==> src/hdl/mag_pkg.sv <==
// package: register map, instruction fields and states of the address generator
package mag_pkg;

	// register byte offsets
	localparam logic [7:0] REG_CMD      = 8'h00;
	localparam logic [7:0] REG_INSTR    = 8'h04;
	localparam logic [7:0] REG_BASE     = 8'h08;
	localparam logic [7:0] REG_IADDR    = 8'h0C;
	localparam logic [7:0] REG_STATUS   = 8'h10;
	localparam logic [7:0] REG_CUR_ADDR = 8'h14;
	localparam logic [7:0] REG_NEW_BASE = 8'h18;

	// field positions
	localparam int CMD_START_BIT = 0;
	localparam int STS_BUSY_BIT  = 0;
	localparam int STS_DONE_BIT  = 1;
	localparam int STS_STACK_LSB = 2;
	localparam int STS_WORDS_LSB = 8;

	// reset values
	localparam logic [31:0] RST_WORD = 32'h0000_0000;

	// address arithmetic
	localparam logic [31:0] PC_AHEAD  = 32'h0000_0008;
	localparam logic [31:0] WORD_STEP = 32'h0000_0004;
	localparam logic [4:0]  MAX_WORDS = 5'h10;

	// instruction word as software loads it
	typedef struct packed {
		logic        cond_pass;
		logic        base_is_pc;
		logic        copro;
		logic        size_n;
		logic        wb;
		logic        up;
		logic        pre;
		logic        load;
		logic [7:0]  offset8;
		logic [15:0] reglist;
	} mag_instr_s;

	// block addressing modes, {pre, up}
	typedef enum logic [1:0] {
		MODE_DECR_AFTER  = 2'b00,
		MODE_INCR_AFTER  = 2'b01,
		MODE_DECR_BEFORE = 2'b10,
		MODE_INCR_BEFORE = 2'b11
	} mag_mode_e;

	// stack views of a block transfer
	typedef enum logic [1:0] {
		FULL_DESCENDING_STACK  = 2'b00,
		EMPTY_DESCENDING_STACK = 2'b01,
		FULL_ASCENDING_STACK   = 2'b10,
		EMPTY_ASCENDING_STACK  = 2'b11
	} mag_stack_e;

	typedef enum logic [1:0] {
		ST_IDLE = 2'b00,
		ST_WALK = 2'b01
	} mag_state_e;

endpackage

==> src/hdl/mag_addr_gen.sv <==
// block and coprocessor load/store address generator with apb control
//
// Our own choices: the APB slave port and the register offsets.
`timescale 1ns/1ns
`default_nettype none

module mag_addr_gen #(
	parameter int ADDR_W = 8
) (
	// clock and reset
	input  wire logic              pclk,
	input  wire logic              presetn,
	// apb slave
	input  wire logic              psel,
	input  wire logic              penable,
	input  wire logic              pwrite,
	input  wire logic [ADDR_W-1:0] paddr,
	input  wire logic [31:0]       pwdata,
	output logic [31:0]            prdata,
	output logic                   pready,
	output logic                   pslverr,
	// address stream to memory
	output logic                   mem_addr_valid,
	input  wire logic              mem_accept,
	output logic [31:0]            mem_addr,
	output logic                   mem_load,
	// coprocessor side
	output logic                   cp_size,
	input  wire logic              cp_finished,
	// base writeback
	output logic                   wb_valid,
	output logic [31:0]            wb_data
);

	generate
		if (ADDR_W < 5)
		begin : g_chk
			$error("ADDR_W too small for register map");
		end
	endgenerate

	mag_pkg::mag_state_e state;
	mag_pkg::mag_instr_s instr;
	logic [31:0]         base_reg;
	logic [31:0]         iaddr;
	logic                done;
	logic [4:0]          words;
	logic [4:0]          blk_cnt;
	logic [31:0]         new_base;

	logic                acc;
	logic                start_fire;
	logic                last_word;
	logic [31:0]         base_val;
	logic [4:0]          cnt_now;
	logic [31:0]         span;
	logic [31:0]         offs;
	logic [31:0]         co_sum;
	logic [31:0]         next_first;
	logic [31:0]         next_base;
	logic                next_wb;

	// number of listed registers
	function automatic logic [4:0] pop16(input logic [15:0] v);
		logic [4:0] n;
		n = 5'h0;
		for (int i = 0; i < 16; i++)
			n = n + {4'h0, v[i]};
		return n;
	endfunction

	// first block address per mode
	function automatic logic [31:0] blk_start(input mag_pkg::mag_mode_e m,
		input logic [31:0] b, input logic [31:0] s);
		logic [31:0] r;
		r = b;
		case (m)
			mag_pkg::MODE_INCR_AFTER:  r = b;
			mag_pkg::MODE_INCR_BEFORE: r = b + mag_pkg::WORD_STEP;
			mag_pkg::MODE_DECR_AFTER:  r = b - s + mag_pkg::WORD_STEP;
			mag_pkg::MODE_DECR_BEFORE: r = b - s;
			default:                   r = b;
		endcase
		return r;
	endfunction

	// stack view of a block transfer
	function automatic mag_pkg::mag_stack_e stack_of(input logic ld, input mag_pkg::mag_mode_e m);
		mag_pkg::mag_stack_e s;
		s = mag_pkg::FULL_DESCENDING_STACK;
		case (m)
			mag_pkg::MODE_INCR_AFTER:
				s = ld ? mag_pkg::FULL_DESCENDING_STACK : mag_pkg::EMPTY_ASCENDING_STACK;
			mag_pkg::MODE_INCR_BEFORE:
				s = ld ? mag_pkg::EMPTY_DESCENDING_STACK : mag_pkg::FULL_ASCENDING_STACK;
			mag_pkg::MODE_DECR_AFTER:
				s = ld ? mag_pkg::FULL_ASCENDING_STACK : mag_pkg::EMPTY_DESCENDING_STACK;
			mag_pkg::MODE_DECR_BEFORE:
				s = ld ? mag_pkg::EMPTY_ASCENDING_STACK : mag_pkg::FULL_DESCENDING_STACK;
			default:
				s = mag_pkg::FULL_DESCENDING_STACK;
		endcase
		return s;
	endfunction

	mag_pkg::mag_mode_e  mode;
	mag_pkg::mag_stack_e stack_kind;

	// apb decode
	assign acc        = psel && penable;
	assign pready     = 1'b1;
	assign start_fire = acc && pwrite && (paddr == ADDR_W'(mag_pkg::REG_CMD))
		&& pwdata[mag_pkg::CMD_START_BIT] && (state == mag_pkg::ST_IDLE);

	// address arithmetic for the instruction being started
	always_comb
	begin
		mode       = mag_pkg::mag_mode_e'({instr.pre, instr.up});
		stack_kind = stack_of(instr.load, mode);
		base_val   = instr.base_is_pc ? iaddr + mag_pkg::PC_AHEAD : base_reg;
		cnt_now    = pop16(instr.reglist);
		span       = {25'h0, cnt_now, 2'b00};
		offs       = {22'h0, instr.offset8, 2'b00};
		co_sum     = instr.up ? base_val + offs : base_val - offs;
		if (instr.copro)
		begin
			next_first = instr.pre ? co_sum : base_val;
			next_base  = co_sum;
			next_wb    = instr.wb;
		end
		else
		begin
			next_first = blk_start(mode, base_val, span);
			next_base  = instr.up ? base_val + span : base_val - span;
			next_wb    = instr.wb;
		end
	end

	// end of the walk
	assign last_word = instr.copro ? (cp_finished || words == mag_pkg::MAX_WORDS - 5'h1)
		: (words == blk_cnt - 5'h1);

	// instruction and operand registers
	always_ff @(posedge pclk or negedge presetn)
	begin
		if (!presetn)
		begin
			instr    <= mag_pkg::mag_instr_s'(mag_pkg::RST_WORD);
			base_reg <= mag_pkg::RST_WORD;
			iaddr    <= mag_pkg::RST_WORD;
		end
		else if (acc && pwrite && state == mag_pkg::ST_IDLE)
		begin
			if (paddr == ADDR_W'(mag_pkg::REG_INSTR))
				instr <= mag_pkg::mag_instr_s'(pwdata);
			else if (paddr == ADDR_W'(mag_pkg::REG_BASE))
				base_reg <= pwdata;
			else if (paddr == ADDR_W'(mag_pkg::REG_IADDR))
				iaddr <= pwdata;
		end
	end

	// walk state machine
	always_ff @(posedge pclk or negedge presetn)
	begin
		if (!presetn)
		begin
			state   <= mag_pkg::ST_IDLE;
			words   <= 5'h0;
			blk_cnt <= 5'h0;
		end
		else
		begin
			case (state)
				mag_pkg::ST_IDLE:
					if (start_fire)
					begin
						words   <= 5'h0;
						blk_cnt <= cnt_now;
						if (instr.cond_pass && (instr.copro || cnt_now != 5'h0))
							state <= mag_pkg::ST_WALK;
					end
				mag_pkg::ST_WALK:
					if (mem_accept)
					begin
						words <= words + 5'h1;
						if (last_word)
							state <= mag_pkg::ST_IDLE;
					end
				default:
					state <= mag_pkg::ST_IDLE;
			endcase
		end
	end

	assign mem_addr_valid = (state == mag_pkg::ST_WALK);

	// address output
	always_ff @(posedge pclk or negedge presetn)
	begin
		if (!presetn)
		begin
			mem_addr <= mag_pkg::RST_WORD;
			mem_load <= 1'b0;
			cp_size  <= 1'b0;
		end
		else if (start_fire && instr.cond_pass)
		begin
			mem_addr <= next_first;
			mem_load <= instr.load;
			cp_size  <= instr.size_n;
		end
		else if (mem_addr_valid && mem_accept && !last_word)
			mem_addr <= mem_addr + mag_pkg::WORD_STEP;
	end

	// base writeback
	always_ff @(posedge pclk or negedge presetn)
	begin
		if (!presetn)
		begin
			wb_valid <= 1'b0;
			wb_data  <= mag_pkg::RST_WORD;
			new_base <= mag_pkg::RST_WORD;
		end
		else
		begin
			wb_valid <= start_fire && instr.cond_pass && next_wb;
			if (start_fire && instr.cond_pass && next_wb)
			begin
				wb_data  <= next_base;
				new_base <= next_base;
			end
		end
	end

	// completion flag
	always_ff @(posedge pclk or negedge presetn)
	begin
		if (!presetn)
			done <= 1'b0;
		else if (state == mag_pkg::ST_WALK && mem_accept && last_word)
			done <= 1'b1;
		else if (start_fire)
			done <= !(instr.cond_pass && (instr.copro || cnt_now != 5'h0));
	end

	// read mux
	always_ff @(posedge pclk or negedge presetn)
	begin
		if (!presetn)
		begin
			prdata  <= mag_pkg::RST_WORD;
			pslverr <= 1'b0;
		end
		else if (psel && !penable)
		begin
			pslverr <= 1'b0;
			prdata  <= mag_pkg::RST_WORD;
			if (paddr == ADDR_W'(mag_pkg::REG_CMD))
				prdata <= mag_pkg::RST_WORD;
			else if (paddr == ADDR_W'(mag_pkg::REG_INSTR))
				prdata <= instr;
			else if (paddr == ADDR_W'(mag_pkg::REG_BASE))
				prdata <= base_reg;
			else if (paddr == ADDR_W'(mag_pkg::REG_IADDR))
				prdata <= iaddr;
			else if (paddr == ADDR_W'(mag_pkg::REG_STATUS))
			begin
				prdata[mag_pkg::STS_BUSY_BIT]                        <= mem_addr_valid;
				prdata[mag_pkg::STS_DONE_BIT]                        <= done;
				prdata[mag_pkg::STS_STACK_LSB+1:mag_pkg::STS_STACK_LSB] <= stack_kind;
				prdata[mag_pkg::STS_WORDS_LSB+4:mag_pkg::STS_WORDS_LSB] <= words;
			end
			else if (paddr == ADDR_W'(mag_pkg::REG_CUR_ADDR))
				prdata <= mem_addr;
			else if (paddr == ADDR_W'(mag_pkg::REG_NEW_BASE))
				prdata <= new_base;
			else
				pslverr <= 1'b1;
		end
	end
endmodule

`default_nettype wire

==> config.mk <==
export PLATFORM = sky130hd
export DESIGN_NAME = mag_addr_gen
export DESIGN_NICKNAME = d
export VERILOG_FILES = /design/src/hdl/mag_pkg.sv /design/src/hdl/mag_addr_gen.sv
export SDC_FILE = /design/constraint.sdc
export NUM_CORES = 1
export LEC_CHECK = 0
export BUFFER_PORTS_ARGS = -buffer_cell sky130_fd_sc_hd__buf_2
export CORE_MARGIN = 2
export CORE_UTILIZATION = 65
export DETAILED_ROUTE_END_ITERATION = 16
export PLACE_DENSITY = 0.86
export SYNTH_ARGS = -nofsm -noshare
export SYNTH_HDL_FRONTEND = slang
export SYNTH_SLANG_ARGS = --single-unit
==> constraint.sdc <==
create_clock -name pclk -period 14.3 [get_ports pclk]
set_input_delay 0 -clock pclk [delete_from_list [all_inputs] [get_ports pclk]]
set_output_delay 0 -clock pclk [all_outputs]
set_load 0.03 [all_outputs]
Word-level counts from Yosys, hierarchy flattened
Cells that the tools add are included.
{ "word_totals": {"register_bits": 209, "input_bits": 47, "output_inout_bits": 102, "elab_cells": 139} }
{ "op_classes": {"addsub": 25, "n_eq_ne": 16, "muxes": 42, "n_bitwise": 2, "reduce_logical": 31} }
{ "op_table": {"columns": ["cell", "n"], "rows": [
  ["two-way mux 32 bit", 14],
  ["case mux 32 bit (4 select lines)", 1],
  ["adder 32 x 3 -> 32 bit (second input constant)", 3],
  ["adder 5 x 1 -> 5 bit", 11],
  ["adder 32 x 10 -> 32 bit", 1],
  ["adder 32 x 4 -> 32 bit (second input constant)", 1],
  ["adder 32 x 7 -> 32 bit", 1],
  ["subtractor 32 x 10 -> 32 bit", 1],
  ["subtractor 32 x 7 -> 32 bit", 1],
  ["equality test 8 x 5 -> 1 bit (second input constant)", 3],
  ["two-way mux 19 bit", 1],
  ["equality test 8 x 4 -> 1 bit (second input constant)", 2],
  ["two-way mux 2 bit", 8],
  ["two-way mux 5 bit", 3],
  ["logical AND 1 bit", 13],
  ["two-way mux 1 bit", 10],
  ["case mux 5 bit (2 select lines)", 1],
  ["equality test 8 x 3 -> 1 bit (second input constant)", 1],
  ["zero test 8 bit", 1],
  ["two-way mux 4 bit", 2],
  ["case mux 2 bit (4 select lines)", 1],
  ["AND reduction 4 bit", 2],
  ["!= test 2 x 1 -> 1 bit (second input constant)", 3],
  ["AND reduction 3 bit", 2],
  ["19 further kinds", 29]
]} }

Longest topological paths before layout
{ "depth": {"word_depth": 21, "mapped_depth": 23} }

Least setup slack after synthesis
No wires, ideal clock.
{ "synth_timing": {"kind": "register to register", "from": "register instr[0] (netlist name)", "to": "register mem_addr[22]", "setup_ns": 0.142, "t_arrival_ns": 6.957, "required_time_ns": 14.158, "setup_slack_ns": 7.200, "stages_incl_launch_ff": 23, "synth_period_minus_slack_ns": 7.100, "cell_sequence": "dfrtp_1 fa_1 inv_1 fa_1 fa_1 fa_1 inv_1 ha_1 a21o_1 a21oi_1 xor2_1 ha_1 o21ai_0 a21oi_1 a2111oi_2 nand2_1 or3_4 mux2i_4 o211ai_2 or4b_4 or4_1 a31oi_1 a211oi_1"} }
{ "synth_between": {"elab_chain_len": 20} }
{ "synth_rtl": {"columns": ["element", "line_no", "rtl"], "rows": [
  ["start, declared", "mag_addr_gen.sv:43", "mag_pkg::mag_instr_s instr;"],
  ["start signal, assigned", "mag_addr_gen.sv:148", "instr <= mag_pkg::mag_instr_s'(mag_pkg::RST_WORD);"],
  ["start signal, assigned", "mag_addr_gen.sv:155", "instr <= mag_pkg::mag_instr_s'(pwdata);"],
  ["adder 1 x 1 -> 2 bit (*)", "mag_addr_gen.sv:68", "n = n + {4'h0, v[i]};"],
  ["adder 2 x 1 -> 3 bit (*)", "mag_addr_gen.sv:68", null],
  ["adder 3 x 1 -> 4 bit (*)", "mag_addr_gen.sv:68", null],
  ["adder 4 x 1 -> 5 bit (*)", "mag_addr_gen.sv:68", null],
  ["adder 5 x 1 -> 5 bit (*) (11 in a row)", "mag_addr_gen.sv:68", null],
  ["subtractor 32 x 7 -> 32 bit (*)", "mag_addr_gen.sv:80, mag_addr_gen.sv:81", null],
  ["adder 32 x 3 -> 32 bit", "mag_addr_gen.sv:80", "mag_pkg::MODE_DECR_AFTER: r = b - s + mag_pkg::WORD_STEP;"],
  ["case mux 32 bit (4 select lines) (*)", "mag_addr_gen.sv:77", "case (m)"],
  ["two-way mux 32 bit (*)", "mag_addr_gen.sv:125", "if (instr.copro)"],
  ["two-way mux 32 bit (*)", "mag_addr_gen.sv:207", "else if (start_fire && instr.cond_pass)"],
  ["end signal, assigned", "mag_addr_gen.sv:203", "mem_addr <= mag_pkg::RST_WORD;"],
  ["end signal, assigned", "mag_addr_gen.sv:209", "mem_addr <= next_first;"],
  ["end signal, assigned", "mag_addr_gen.sv:214", "mem_addr <= mem_addr + mag_pkg::WORD_STEP;"],
  ["end, declared", "mag_addr_gen.sv:25", "output logic [31:0] mem_addr,"]
]} }
Every way passes the cells marked *; elsewhere a longest branch is shown, timed or not.
A chain may end at the register's enable or synchronous reset.

Worst setup path in the final report
{ "layout_timing": {"from": "register instr[0] (netlist name)", "to": "register mem_addr[31]"} }
Same word-level chain as after synthesis.

==> metrics <==
Rows=59; CTS tree=done; Avg WL per Cell=26.0 µm; synthesized netlist cell count=2156; CP Max Fanout=14; Placement Cell Area=18300 µm²; Final Hold Violating Endpoints=0; routability cong.=1.01; count leader, synth=nand2_1; first-pass GRT wire length=104 mm; grt ovf=0; design area=19400 µm²; Final Skew=23.6 ps; Seq/Total Area, Yosys=0.299; DR vias=18609; final core utilization=0.741; Synth Flop Type=dfrtp_1; status=complete, no violations; clock buffer depth=3; Tmin final=8170 ps; critical path's top delay family=adder cells; largest net degree at the start of global routing=127; Yosys cell types=97; Maximum Capacitance Violations=0; Synth area leaders=dfrtp_1, mux2_2, nand2_1; measured slew at the worst slew-check pin=1330 ps; DR pass1 iterations=6; die height=168 µm; Power, Total=0.00164 W; Root Driver=clkbuf_16; # diodes=0; relative slew slack=0.106; TritonCTS buffer count=24; synthesized area=17400 µm²; Max Fclk=122 MHz; CTS-repair resized insts=0; post-synth top area cell=dfrtp_1; antenna violations before repair=0; Yosys reg bits=208; nets=2372; layout cells sized above 1=0.168; synth-to-layout area growth=11.4%; Synth async-reset ratio=1.00; worst vdd rail ir drop=0.112 mV; starting density of the core=0.665; CP startpoint kind=flip-flop; P_leak=8.91 nW; RSZ-0062 raised after global routing=no; Iteration-0 DRC Markers=3099; commonest cells in the netlist=nand2_1, dfrtp_1, o21ai_0, nor2_1, a21oi_1; cell mode on critical path=fa_1; Remaining DRCs=0; antenna-violating nets left=0; Crit path arrival time=8550 ps; clk slew on worst S/H paths=60 ps; top-area cell type share of the netlist area=0.299; Pins Over Slew Limit=0; total global-route track usage=0.476; DR vias/cell=7.14; Req. time, crit path=14680 ps; die area=28100 µm²; worst setup path class=reg -> reg; vias in the first global route=17596; critical-path cell list=fa_1, inv_1, fa_1, fa_1, fa_1, inv_1, ha_1, a21o_1, a21oi_1, xor2_1, ha_1, o21ai_0, a21oi_1, a2111oi_2, buf_4, nand4_1, nor3_1, o211ai_1, a2111oi_2, or4b_1, a31oi_1, a211oi_1; DPL Wire Length=47.2 mm; clock latency on the worst-skew pair=540 ps; Power Density=84.7 nW/µm²; worst hold path class=in -> reg; H-tree Lvls=1; Worst Path Buf+Inv=3; final WL=67.7 mm; final setup TNS=0 ps; yosys warns=0; Clock Sinks=208; core area=26200 µm²; width of the chip=168 µm; # port buffers=147; Post-synth EDFFs=0; Setup Viol. Count Final=0; Final Cycle Share=0.572; slowest CP cell=a2111oi_2; Worst path max stage delay=710 ps; Top Ports=149; Post-Syn Nets=2272; Mean Syn Cell Area=8.08 µm²; Critical Path End Type=flip-flop
[layer usage]
layer  global-route usage  vias up  part of all wire
met2                0.739     1525              0.43
met3                0.127      326              0.14
met1                0.613     8797              0.36
met4                0.247        0             0.066
li1                     -     7961                 -
met5                    0        -                 0
[path summary, 6_finish.rpt]
path	start	end	slack, ps	depth (start not counted)
min reg2reg	prdata[28]	prdata[28]	480	2
min	paddr[4]	pslverr	100	3
min in group asynchronous	presetn	mem_addr[0]	200	2
max	instr[0]	mem_addr[31]	6130	22
max reg2reg	instr[0]	mem_addr[31]	6130	22
max in group asynchronous	presetn	new_base[19]	12400	3
[placed cells by master (no fill, tap or decap), types with 16 or more instances in the layout]
master / instances
nor2b_1: 21
xor2_1: 50
xnor2_1: 93
a31oi_1: 37
dlygate4sd3_1: 37
mux2i_1: 38
and3_1: 20
nand3_1: 86
a211oi_1: 24
mux2_2: 110
inv_1: 67
o22ai_1: 17
buf_2: 146
a221oi_1: 16
nor4_1: 17
buf_4: 36
nand2_1: 251
nor3_1: 51
ha_1: 55
clkbuf_16: 24
a21o_1: 27
or3_1: 16
dfrtp_1: 205
nor2_1: 179
a21oi_1: 152
nand4_1: 29
o21ai_0: 187
and2_1: 17
[what timing repair did]
action                                 in CTS  in global routing
endpoints found under the hold margin     229                  0
setup buffers                               0                  0
hold buffers                               37                  0
[logic make-up after synthesis]
logic type | after synthesis | share of synthesized area
buf+inv | 224 | 0.0510
mux | 149 | 0.0942
compound gates | 597 | 0.216
fa+ha+maj | 69 | 0.0552
flops | 208 | 0.299
simple gates | 765 | 0.212
xor+xnor | 143 | 0.0719
other cells | 1 | 0.000215
[worst min-delay path: cells and delay by family]
family	cells	cell delay [ps]
compound gates	2	300
buf+inv	1	300
[area by class of cell]
cell class              instances  area [µm²]
well taps                     335         419
repair buffers                220        1390
fillers                      1956        6800
multi-input cells            1724       11400
inverters                      78         293
clock buffers                  31         657
clock inverters                 9        92.6
flip-flops and latches        208        5210
[per-stage QoR]
step	cells	hold slack, ps	setup slack, ps
2_1_floorplan	2156	-296	7200
3_3_place_gp	2528	238	6680
3_5_place_dp	2528	248	6380
4_1_cts	2605	56.5	6340
5_1_grt	2605	112	5700
6_report	2605	97.5	6130
[report_power, final]
part	internal [W]	switching, W	leakage (nW)	total, W
Clock	0.000342	0.000261	0.359	0.000602
Combinational	0.000164	0.000277	5.67	0.000441
Sequential	0.000594	0.00000692	2.88	0.000601
Total	0.00110	0.000545	8.91	0.00164
No activity file was read; power rests on OpenSTA's default activity.
